==> config.mk <==
export PLATFORM = sky130hd
export DESIGN_NAME = pio_top
export DESIGN_NICKNAME = d
export VERILOG_FILES = /design/src/core/pio_pkg.sv /design/src/core/pio_sync.sv /design/src/core/pio_top.sv
export SDC_FILE = /design/constraint.sdc
export NUM_CORES = 1
export LEC_CHECK = 0
export ABC_AREA = 1
export BUFFER_PORTS_ARGS = -buffer_cell sky130_fd_sc_hd__buf_4
export CORE_AREA = 2 2 312 314
export DETAILED_ROUTE_END_ITERATION = 6
export DIE_AREA = 0 0 314 316
export PLACE_DENSITY = 0.51
export SLEW_MARGIN = 20
export SYNTH_ARGS = -nofsm -noshare
export SYNTH_HDL_FRONTEND = slang
export SYNTH_SLANG_ARGS = --single-unit
export TNS_END_PERCENT = 50
==> constraint.sdc <==
create_clock -name clk -period 1.4 [get_ports clk]
set_input_delay 0.14 -clock clk [delete_from_list [all_inputs] [get_ports clk]]
set_output_delay 0.14 -clock clk [all_outputs]
set_load 0.02 [all_outputs]
==> src/core/pio_pkg.sv <==
// constants, register map and mode codes for the programmable port block
package pio_pkg;
	localparam int NUM_PORTS  = 11;
	localparam int PORT_W     = 8;
	localparam int PIN_W      = NUM_PORTS * PORT_W;
	localparam int GRP_W      = 4;
	localparam int NUM_GRPS   = PIN_W / GRP_W;
	localparam int INPUT_ONLY = 69;
	localparam int SEL_PORT   = 1;
	localparam int ADDR_W     = 12;
	localparam int DATA_W     = 32;

	localparam logic [ADDR_W-1:0] DIR_BASE  = 12'h000;
	localparam logic [ADDR_W-1:0] DATA_BASE = 12'h040;
	localparam logic [ADDR_W-1:0] PU_BASE   = 12'h080;
	localparam logic [ADDR_W-1:0] CTL_OFS   = 12'h08c;
	localparam int NUM_PU_REGS = 3;
	localparam int PU_REG_W    = 8;
	localparam int CTL_SEL_BIT = 0;

	localparam logic [NUM_GRPS-1:0] BUS_GRP_MASK = 22'h00_0dff;
	localparam logic [NUM_GRPS-1:0] PU_RESET     = 22'h00_0000;
	localparam logic [PIN_W-1:0]    DIR_RESET    = {PIN_W{1'b0}};
	localparam logic [PIN_W-1:0]    LATCH_RESET  = {PIN_W{1'b0}};

	typedef enum logic [1:0] {
		PIO_MODE_SINGLE = 2'h0,
		PIO_MODE_MEMEXP = 2'h1,
		PIO_MODE_MICRO  = 2'h2
	} pio_mode_t;
endpackage : pio_pkg

==> src/core/pio_sync.sv <==
// three-stage input synchroniser with agreement filter
`timescale 1ns/1ns
module pio_sync #(
	parameter int W = 8
) (
	input  wire logic         clk,
	input  wire logic         rst_b,
	input  wire logic [W-1:0] d,
	output logic      [W-1:0] q
);
	logic [W-1:0] s1_reg;
	logic [W-1:0] s2_reg;
	logic [W-1:0] s3_reg;

	always_ff @(posedge clk or negedge rst_b)
	begin
		if (!rst_b)
		begin
			s1_reg <= '0;
			s2_reg <= '0;
			s3_reg <= '0;
		end
		else
		begin
			s1_reg <= d;
			s2_reg <= s1_reg;
			s3_reg <= s2_reg;
		end
	end

	// a bit changes once stages two and three agree
	always_ff @(posedge clk or negedge rst_b)
	begin
		if (!rst_b)
			q <= '0;
		else
			q <= (s2_reg & s3_reg) | (q & (s2_reg | s3_reg));
	end
endmodule : pio_sync

==> src/core/pio_top.sv <==
// programmable port block: apb registers, pin drive, pull-ups, readback
`timescale 1ns/1ns
module pio_top
	import pio_pkg::*;
#(
	parameter int DA0_PIN = 75,
	parameter int DA1_PIN = 76
) (
	input  wire logic                           clk,
	input  wire logic                           rst_b,
	input  wire logic                           psel,
	input  wire logic                           penable,
	input  wire logic                           pwrite,
	input  wire logic [pio_pkg::ADDR_W-1:0]     paddr,
	input  wire logic [pio_pkg::DATA_W-1:0]     pwdata,
	output logic      [pio_pkg::DATA_W-1:0]     prdata,
	output logic                                pready,
	output logic                                pslverr,
	input  wire pio_pkg::pio_mode_t             proc_mode,
	input  wire logic                           bus_8bit,
	input  wire logic                           bus_mux_full,
	input  wire logic [pio_pkg::PIN_W-1:0]      ext_bus_pins,
	input  wire logic [pio_pkg::PIN_W-1:0]      periph_oe,
	input  wire logic [pio_pkg::PIN_W-1:0]      periph_out,
	input  wire logic [1:0]                     da_out_en,
	input  wire logic [pio_pkg::PIN_W-1:0]      pin_in,
	output logic      [pio_pkg::PIN_W-1:0]      pin_out,
	output logic      [pio_pkg::PIN_W-1:0]      pin_oe,
	output logic      [pio_pkg::PIN_W-1:0]      pull_up_en,
	output logic      [pio_pkg::PIN_W-1:0]      pin_level
);
	import pio_pkg::*;

	////////////////////////////////////////////////////////////////////////
	// declarations

	localparam logic [PIN_W-1:0] ONE_PIN = {{(PIN_W-1){1'b0}}, 1'b1};
	localparam logic [PIN_W-1:0] IN_ONLY_MASK = ONE_PIN << INPUT_ONLY;
	localparam logic [PIN_W-1:0] DA_MASK0 = ONE_PIN << DA0_PIN;
	localparam logic [PIN_W-1:0] DA_MASK1 = ONE_PIN << DA1_PIN;

	// address fields: word index above the byte offset, block select above the index
	localparam int                 IDX_LSB      = 2;
	localparam int                 PORT_BLK_LSB = 6;
	localparam int                 PU_BLK_LSB   = 4;
	localparam logic [IDX_LSB-1:0] WORD_ALIGNED = '0;

	logic [PIN_W-1:0]    dir_reg;
	logic [PIN_W-1:0]    latch_reg;
	logic [NUM_GRPS-1:0] pu_reg;
	logic                sel_ctl_reg;
	logic [PIN_W-1:0]    pin_sync;
	logic [PIN_W-1:0]    rd_vec;
	logic [PIN_W-1:0]    protect;
	logic [PIN_W-1:0]    pu_grp_pins;
	logic [PIN_W-1:0]    da_pins;
	logic [PIN_W-1:0]    pu_next;
	logic [PIN_W-1:0]    pin_out_next;
	logic [PIN_W-1:0]    pin_oe_next;
	logic                bus_mode;
	logic                sel_latch;
	logic                wr_en;
	logic                setup;
	logic [3:0]          port_idx;
	logic                is_dir;
	logic                is_data;
	logic                is_pu;
	logic                is_ctl;
	logic                hit;
	logic [1:0]          pu_idx;
	logic [DATA_W-1:0]   rd_next;

	// expand one byte into an 88-bit vector placed at a port
	function automatic logic [PIN_W-1:0] place_port(
		input logic [PORT_W-1:0] v,
		input logic [3:0]        idx
	);
		logic [PIN_W-1:0] r;
		r = {{(PIN_W-PORT_W){1'b0}}, v};
		return r << (int'(idx) * PORT_W);
	endfunction : place_port

	// pick the byte of one port out of an 88-bit vector
	function automatic logic [PORT_W-1:0] port_byte(
		input logic [PIN_W-1:0] v,
		input logic [3:0]       idx
	);
		logic [PIN_W-1:0] s;
		s = v >> (int'(idx) * PORT_W);
		return s[PORT_W-1:0];
	endfunction : port_byte

	// pull-up group g sits in the addressed pull-up register
	function automatic logic grp_in_reg(
		input int         g,
		input logic [1:0] idx
	);
		return (g / PU_REG_W) == int'(idx);
	endfunction : grp_in_reg

	////////////////////////////////////////////////////////////////////////
	// input synchroniser

	pio_sync #(
		.W (PIN_W)
	) u_sync (
		.clk   (clk),
		.rst_b (rst_b),
		.d     (pin_in),
		.q     (pin_sync)
	);

	////////////////////////////////////////////////////////////////////////
	// apb decode

	assign setup    = psel && !penable;
	assign wr_en    = psel && penable && pwrite;
	assign port_idx = paddr[PORT_BLK_LSB-1:IDX_LSB];
	assign pu_idx   = paddr[PU_BLK_LSB-1:IDX_LSB];

	always_comb
	begin
		is_dir  = (paddr[ADDR_W-1:PORT_BLK_LSB] == DIR_BASE[ADDR_W-1:PORT_BLK_LSB])
			&& (int'(port_idx) < NUM_PORTS) && (paddr[IDX_LSB-1:0] == WORD_ALIGNED);
		is_data = (paddr[ADDR_W-1:PORT_BLK_LSB] == DATA_BASE[ADDR_W-1:PORT_BLK_LSB])
			&& (int'(port_idx) < NUM_PORTS) && (paddr[IDX_LSB-1:0] == WORD_ALIGNED);
		is_pu   = (paddr[ADDR_W-1:PU_BLK_LSB] == PU_BASE[ADDR_W-1:PU_BLK_LSB])
			&& (int'(pu_idx) < NUM_PU_REGS) && (paddr[IDX_LSB-1:0] == WORD_ALIGNED);
		is_ctl  = (paddr == CTL_OFS);
		hit     = is_dir || is_data || is_pu || is_ctl;
	end

	assign pready = 1'b1;

	////////////////////////////////////////////////////////////////////////
	// mode qualifiers

	assign bus_mode  = (proc_mode == PIO_MODE_MEMEXP) || (proc_mode == PIO_MODE_MICRO);
	assign protect   = bus_mode ? ext_bus_pins : {PIN_W{1'b0}};
	assign sel_latch = sel_ctl_reg && ((bus_mode && bus_8bit) || bus_mux_full);

	////////////////////////////////////////////////////////////////////////
	// direction bits

	always_ff @(posedge clk or negedge rst_b)
	begin
		if (!rst_b)
			dir_reg <= DIR_RESET;
		else if (wr_en && is_dir)
			dir_reg <= ((dir_reg & (protect | ~place_port({PORT_W{1'b1}}, port_idx)))
				| (place_port(pwdata[PORT_W-1:0], port_idx) & ~protect))
				& ~IN_ONLY_MASK;
	end

	////////////////////////////////////////////////////////////////////////
	// output latches

	always_ff @(posedge clk or negedge rst_b)
	begin
		if (!rst_b)
			latch_reg <= LATCH_RESET;
		else if (wr_en && is_data)
			latch_reg <= (latch_reg & (protect | ~place_port({PORT_W{1'b1}}, port_idx)))
				| (place_port(pwdata[PORT_W-1:0], port_idx) & ~protect);
	end

	////////////////////////////////////////////////////////////////////////
	// pull-up groups and port control

	always_ff @(posedge clk or negedge rst_b)
	begin
		if (!rst_b)
			pu_reg <= PU_RESET;
		else if (wr_en && is_pu)
		begin
			for (int i = 0; i < NUM_GRPS; i++)
			begin
				if (grp_in_reg(i, pu_idx))
					pu_reg[i] <= pwdata[i % PU_REG_W];
			end
		end
	end

	always_ff @(posedge clk or negedge rst_b)
	begin
		if (!rst_b)
			sel_ctl_reg <= 1'b0;
		else if (wr_en && is_ctl)
			sel_ctl_reg <= pwdata[CTL_SEL_BIT];
	end

	////////////////////////////////////////////////////////////////////////
	// readback vector

	always_comb
	begin
		rd_vec = (dir_reg & latch_reg) | (~dir_reg & pin_sync);
		if (sel_latch)
			rd_vec[SEL_PORT*PORT_W +: PORT_W] = latch_reg[SEL_PORT*PORT_W +: PORT_W];
		rd_vec[INPUT_ONLY] = pin_sync[INPUT_ONLY];
	end

	always_comb
	begin
		rd_next = '0;
		if (is_dir)
			rd_next[PORT_W-1:0] = port_byte(dir_reg, port_idx);
		else if (is_data)
			rd_next[PORT_W-1:0] = port_byte(rd_vec, port_idx);
		else if (is_pu)
		begin
			for (int i = 0; i < NUM_GRPS; i++)
			begin
				if (grp_in_reg(i, pu_idx))
					rd_next[i % PU_REG_W] = pu_reg[i];
			end
		end
		else if (is_ctl)
			rd_next[CTL_SEL_BIT] = sel_ctl_reg;
	end

	// read data and error are captured in the setup cycle
	always_ff @(posedge clk or negedge rst_b)
	begin
		if (!rst_b)
			prdata <= '0;
		else if (setup)
			prdata <= pwrite ? '0 : rd_next;
	end

	always_ff @(posedge clk or negedge rst_b)
	begin
		if (!rst_b)
			pslverr <= 1'b0;
		else if (setup)
			pslverr <= !hit;
	end

	////////////////////////////////////////////////////////////////////////
	// pin drive and pull-ups

	always_comb
	begin
		da_pins = ({PIN_W{da_out_en[0]}} & DA_MASK0) | ({PIN_W{da_out_en[1]}} & DA_MASK1);
		for (int g = 0; g < NUM_GRPS; g++)
		begin
			for (int b = 0; b < GRP_W; b++)
				pu_grp_pins[g*GRP_W+b] = pu_reg[g] && !(bus_mode && BUS_GRP_MASK[g]);
		end
		pu_next = pu_grp_pins & ~dir_reg & ~periph_oe
			& ~da_pins
			& ~IN_ONLY_MASK;
		pin_oe_next  = (dir_reg | periph_oe) & ~IN_ONLY_MASK;
		pin_out_next = (periph_oe & periph_out) | (~periph_oe & latch_reg);
	end

	always_ff @(posedge clk or negedge rst_b)
	begin
		if (!rst_b)
			pin_oe <= '0;
		else
			pin_oe <= pin_oe_next;
	end

	always_ff @(posedge clk or negedge rst_b)
	begin
		if (!rst_b)
			pin_out <= '0;
		else
			pin_out <= pin_out_next;
	end

	always_ff @(posedge clk or negedge rst_b)
	begin
		if (!rst_b)
			pull_up_en <= '0;
		else
			pull_up_en <= pu_next;
	end

	// synchronised pin levels for on-chip peripherals
	assign pin_level = pin_sync;
endmodule : pio_top

==> impl_results.md, run 1 <==
* Status: finished with violations
* Failing checks: setup timing
* YS warnings at 0
* Synth Cell Area at 30,300 um^2
* CP delay by family, top: simple AND/OR/NAND/NOR gates
* Final #Nets at 5,048
* Required @ worst endpoint at 2000 ps
* Most used DFF post-synth: dfrtp_1
* Final worst slack at -124 ps
* Final Hold Viols at 0
* Max VDD drop at 957 uV
* Grt total ovfl at 0
* Final setup violation count at 69
* HP Class: in2reg
* Pre-CTS setup slack at -672 ps
* Post-route ant nets at 0
* Setup TNS at -3020 ps
* Core Region at 96,000 um^2
* Total power at 0.0584 W
* Post-placement cell count at 5,216
* Comb power frac at 0.136
* Leakage at 24.4 nW
* Initial core utilization at 0.315
* Skew-Pair Late Insertion Delay at 670 ps
* Post-route DRC at 0
* Commonest cells after routing, fill and taps aside: buf_4, dfrtp_1, nand2_1, dlygate4sd3_1, o21ai_0
* Clock transition at path regs at 60 ps
* Vert. Die Dim at 316 um
* Reg area at 20,600 um^2
* Die area at 99,200 um^2
* H-tree levels at 3
* Fillers at 8,380
* Die width at 314 um
* Worst Path Max Fanout at 3
* Synth Area per Inst at 10.6 um^2
* Reg power frac at 0.431
* Fmax achieved at 656 MHz
* Worst R2R Path Depth at 8
* GRT Resource Usage Total at 0.259
* Detail Placement HPWL at 96,200 um
* CP endpoint kind: register
* CP dominant cell by count: nand2_1
* CP Launch Type: register
* First-pass iteration count of the detailed router at 6
* Worst path depth at 8
* CTS tree: built
* Initial antenna violation count at 11
* I/O pin count at 793
* Power Density at 1130 nW/um^2
* Total Wirelength at 130,000 um
* GP Congestion at 0.905
* Commonest non-fill, non-tap cell in the layout: buf_4
* Multi-input gate area at 9260 um^2
* Routed len/inst at 21.6 um
* P&R area growth vs syn at 70.3%
* Power Internal at 0.0439 W
* Hold path cells at 7
* Post-synth EDFFs at 0
* Worst-path cell chain: buf_6 -> nor2_4 -> nor4_4 -> buf_4 -> nor3_4 -> nor3_2 -> nand2_1 -> nand2_1
* Fin. max-slew vios at 0
* Slowest-stage cell, CP: dfrtp_1
* Clk_skew at 19.7 ps
* Clk sinks at 821
* Num rows at 114
* DR vias at 27,900
* Vias in the first global route at 29,100
* Synth cell types at 42
* RSZ-0062 raised after global routing: true
* Fin crit period at 1520 ps
* Seq/Total Area, Yosys at 0.679
* Arrival time worst endpoint at 2130 ps
* Clock network power share at 0.433
* Routed vias/inst at 4.65
* Port bufs at 741
* Synth async-reset ratio at 1.00
* Post-Syn Instances at 2,856
* CTS buffer count at 92
* Buf+Inv Stages, Crit Path at 2
* Critical path class: reg2reg
* Max incr delay on CP at 400 ps
* Flops & latches, synth at 821
* Final instance count without filler cells at 5,998
* CTS Buffer Depth at 3
* Sw Share at 0.249
* Net switching power at 0.0145 W
* Layout cell share with drive strength beyond 1 at 0.351
* Crit share post-route at 1.09
* Clk root buf: clkbuf_16
* Maxcap violations at 0
* Drt first-iter violations at 1,851
* First-pass GRT wire length at 188,000 um
* Largest net degree at the start of global routing at 82
[per-stage QoR]
step	util	hold slack (ps)	area (um^2)
after floorplan	-	-156	30500
after global placement	0.427	149	40900
after detailed placement	0.427	150	40900
after CTS	0.534	4.75	51200
after global routing	0.537	73.9	51500
final	0.537	49.1	51600
[per-layer routing]
metal	GRT usage	wire [um]	vias up
li1	-	-	13000
met1	0.324	52900	13700
met2	0.451	64600	979
met3	0.0494	7510	234
met4	0.0841	4670	6
met5	0	41	-
[power by group through the flow]
stage               Sequential, W  Clock, W  Combinational (W)
CTS                        0.0251    0.0259            0.00787
global route               0.0252    0.0268            0.00848
floorplan                  0.0261         0            0.00136
global placement           0.0255         0            0.00586
detailed placement         0.0255         0            0.00588
finish                     0.0251    0.0253            0.00797
[cells by family (layout without fill, tap and decap cells)]
kind of cell,Yosys count,in the layout,share of synthesized area
DFF,821,821,0.679
and+or+nand+nor,1063,1063,0.149
AOI/OAI and AO/OA,544,544,0.0948
muxes,1,1,0.000372
adders and majority gates,88,88,0.0291
other,2,33,0.000248
buffers and inverters,337,2172,0.0483
[cell usage after synthesis, types with 4 or more instances]
master / count / area share
a221oi_1: 4 / 0.0012
nand3_1: 253 / 0.042
nor3_1: 15 / 0.0025
nor2_4: 4 / 0.0015
dfrtp_1: 821 / 0.68
buf_6: 8 / 0.0030
a21oi_1: 55 / 0.0091
clkbuf_1: 67 / 0.0083
maj3_1: 88 / 0.029
inv_1: 196 / 0.024
o31ai_1: 11 / 0.0027
o21ai_1: 146 / 0.024
o21ai_0: 282 / 0.047
or2_2: 24 / 0.0050
nor4_1: 4 / 0.00083
inv_2: 8 / 0.00099
buf_2: 26 / 0.0043
nand2_2: 4 / 0.00083
o211ai_1: 9 / 0.0022
nand2_1: 626 / 0.078
buf_4: 28 / 0.0069
nor2_2: 8 / 0.0017
nor2_1: 117 / 0.015
o22ai_1: 20 / 0.0041
[final timing paths]
kind / from / to / slack [ps]
setup reg to reg: dir_reg[2] / prdata[2] / -120
hold / removal: paddr[7] / prdata[7] / 50
hold reg to reg: u_sync.s1_reg[83] / u_sync.s2_reg[83] / 340
setup / recovery: dir_reg[2] / prdata[2] / -120
max in group asynchronous: rst_b / u_sync.q[56] / 610
min in group asynchronous: rst_b / latch_reg[81] / 80
[worst reg2reg max path, stage by stage, from the launching register on]
cell and delay (ps):
dfrtp_1 400, buf_6 140, nor2_4 40, nor4_4 300, buf_4 200, nor3_4 40, nor3_2 200, nand2_1 70
nand2_1 70
[layout make-up]
| cell class | instances | area share |
|---|---|---|
| flip-flops and latches | 821 | 0.399 |
| repair buffers | 1798 | 0.313 |
| multi-input cells | 1723 | 0.180 |
| clock buffers | 128 | 0.0528 |
| well taps | 1276 | 0.0310 |
| inverters | 205 | 0.0153 |
| clock inverters | 41 | 0.00915 |
| diodes | 6 | 0.000291 |
[timing repair]
action | 4_1_cts | 5_1_grt
gates resized for setup | 300 | 118
pin swaps | 26 | 50
setup endpoints to repair | 112 | 230
hold buffers | 529 | 0
buffers inserted | 84 | 17
endpoints found under the hold margin | 1359 | 0
No activity file was read; power rests on OpenSTA's default activity.
==> run 2, diff against run 1 <==
ABC_AREA = not set   (was 1)
==> run 2 against run 1 <==
Compared with the run above:
- utilization fell by 1.8 points
- combinational power is 6.8% lower
- the flow still finishes with violations (setup timing)
- clock power hardly changed
- via count down 15%
- largest cell class unchanged
==> impl_results.md, run 2 <==
* Status: finished with violations
* Failing checks: setup timing
* Required @ worst endpoint at 1930 ps (-70 ps)
* Fin crit period at 1750 ps (+230 ps)
* Synth Area per Inst at 14.3 um^2 (+35%)
* GRT Resource Usage Total at 0.240 (-0.0190)
* CTS buffer count at 91 (-1.1%)
* Hold WS at 64.1 ps (+15.1 ps)
* First-pass iteration count of the detailed router at 5 (-1)
* Commonest cells after routing, fill and taps aside: buf_4, dfrtp_1, dlygate4sd3_1, mux2_2, buf_6
* Synth cell types at 66 (+57%)
* Detail Placement HPWL at 92,800 um (-3.5%)
* Max VDD drop at 930 uV (-2.8%)
* Critical path class: reg2reg
* Worst slew margin at 0.549
* Power Density at 1170 nW/um^2 (+2.9%)
* Clk root buf: clkbuf_16
* Total power at 0.0580 W (-0.61%)
* CTS tree: built
* Clk_skew at 15.7 ps (-4.00 ps)
* Routed len/inst at 23.6 um (+9.1%)
* I/O pin count at 793 (unchanged)
* Final #Nets at 4,157 (-18%)
* CP endpoint kind: register
* Worst R2R Path Depth at 6 (-2)
* Vias in the first global route at 25,900 (-11%)
* Final worst slack at -353 ps (-230 ps)
* Grt total ovfl at 0 (unchanged)
* P&R area growth vs syn at 64.4%
* Initial antenna violation count at 8 (-3)
* Slew @ Worst Pin at 676 ps
* Most used DFF post-synth: dfrtp_1
* Largest net degree at the start of global routing at 105 (+28%)
* Fmax achieved at 570 MHz (-13%)
* Hold path cells at 2 (-5)
* Clk sinks at 821 (unchanged)
* Drt first-iter violations at 1,331 (-28%)
* Final setup violation count at 102 (+48%)
* Commonest non-fill, non-tap cell in the layout: buf_4
* Vert. Die Dim at 316 um (unchanged)
* Port bufs at 741 (unchanged)
* Routed vias/inst at 4.63 (-0.38%)
* Design Area, Final at 49,800 um^2 (-3.4%)
* Skew-Pair Late Insertion Delay at 640 ps (-30 ps)
* Leakage at 23.8 nW (-2.1%)
* Core Region at 96,000 um^2 (unchanged)
* Num rows at 114 (unchanged)
* Layout cell share with drive strength beyond 1 at 0.517 (+0.165)
* CP Launch Type: register
* Count leader, synth: dfrtp_1
* RSZ-0062 raised after global routing: true
* Synth top cells by count: dfrtp_1, mux2_2, nand2_1, a21oi_1, nor2_1
* Area contributors post-synth: dfrtp_1, mux2_2, mux2i_1
* Hold Path End: latch_reg[23]
* Maxcap violations at 0 (unchanged)
* Reg2Reg Setup Slack at -350 ps (-230 ps)
* Die width at 314 um (unchanged)
* Hold path startpoint: pwdata[7]
* First-pass GRT wire length at 174,000 um (-7.7%)
* Final Hold Viols at 0 (unchanged)
* Placed cell area at 41,300 um^2 (+0.79%)
* Post-Syn Instances at 2,113 (-26%)
* Top-area cell type share of the netlist area at 0.678 (about the same)
* Total Wirelength at 121,000 um (-7.1%)
* Setup TNS at -6910 ps (-3890 ps)
* Seq/Total Area, Yosys at 0.678 (about the same)
* Reg2Reg Capture Point: prdata[7]
* Synth Cell Area at 30,300 um^2 (about the same)
* Post-route ant nets at 0 (unchanged)
* Synth async-reset ratio at 1.00 (unchanged)
* Fin. max-slew vios at 0 (unchanged)
* HP Class: in2reg
* Post-synth EDFFs at 0 (unchanged)
* Critical R2R Launch: dir_reg[15]
* CTS Buffer Depth at 3 (unchanged)
* GP Congestion at 0.893 (-1.3%)
* Initial core utilization at 0.315 (about the same)
* Arrival time worst endpoint at 2280 ps (+150 ps)
* YS warnings at 0 (unchanged)
* Clock transition at path regs at 60 ps (about the same)
* Pre-CTS setup slack at -828 ps (-157 ps)
* DR vias at 23,600 (-15%)
* Worst Path Max Fanout at 3 (unchanged)
* H-tree levels at 3 (unchanged)
* Fillers at 8,246 (-1.6%)
* Flops & latches, synth at 821 (unchanged)
* Synth area leader: dfrtp_1
* Post-route DRC at 0 (unchanged)
* Die area at 99,200 um^2 (unchanged)
* Crit share post-route at 1.25 (+0.164)
run 2: layout make-up:
class                      count  area, um^2  share of cell area
multi-input combinational   1194        9980               0.200
clock inverter                37         510              0.0103
clock buffer                 131        2700              0.0542
timing repair buffer        1623       14300               0.288
antenna                        8        20.0            0.000402
tap                         1276        1600              0.0321
inverter                      19        71.3             0.00143
sequential                   821       20600               0.413
run 2: per-layer routing:
layer  GRT usage  vias up  part of all wire
met5           0        -           0.00022
met4      0.0753        4             0.025
met3      0.0446      165             0.051
met2       0.422      710              0.52
met1       0.298    12200              0.41
li1            -    10600                 -
run 2: worst max-delay path: stages, from the launching register on:
cell	delay [ps]
dfrtp_2	480
mux4_2	530
a22oi_2	170
buf_6	150
o21ai_2	50
a22oi_1	150
nand3_1	90
run 2: per-stage QoR:
stage	util	std cells
floorplan	-	2138
global placement	0.430	4501
detailed placement	0.430	4501
CTS	0.514	5081
global route	0.519	5106
finish	0.519	5109
run 2: where the power goes:
group	switching [W]	internal [W]
clock	0.00996	0.0155
sequential	0.000530	0.0246
combinational	0.00353	0.00390
run 2: kinds of logic (layout without fill, tap and decap cells):
kind of cell | count (synthesis) | after routing | synth area share
AOI/OAI and AO/OA | 213 | 213 | 0.0445
adders and majority gates | 88 | 88 | 0.0291
DFF | 821 | 821 | 0.678
muxes | 415 | 415 | 0.158
and+or+nand+nor | 449 | 449 | 0.0690
xor gates and xnor gates | 2 | 2 | 0.000579
buffers and inverters | 123 | 1810 | 0.0202
other | 2 | 35 | 0.000248
run 2: worst max path at each step:
stage,cells after the start,startpoint,end
finish,6,dir_reg[15],prdata[7]
global route,6,dir_reg[46],prdata[6]
CTS,6,dir_reg[46],prdata[6]
detailed placement,6,paddr[10],pu_reg[10]
global placement,6,paddr[10],pu_reg[9]
floorplan,4,paddr[4],pu_reg[0]
run 2: what timing repair did:
action                                   CTS  global route
gates resized for setup                  251            80
endpoints found under the setup margin   134           225
setup buffers                             52            30
pin swaps                                 25            23
hold endpoints to repair                1350             0
hold buffers                             363             0
cloned                                     0             1
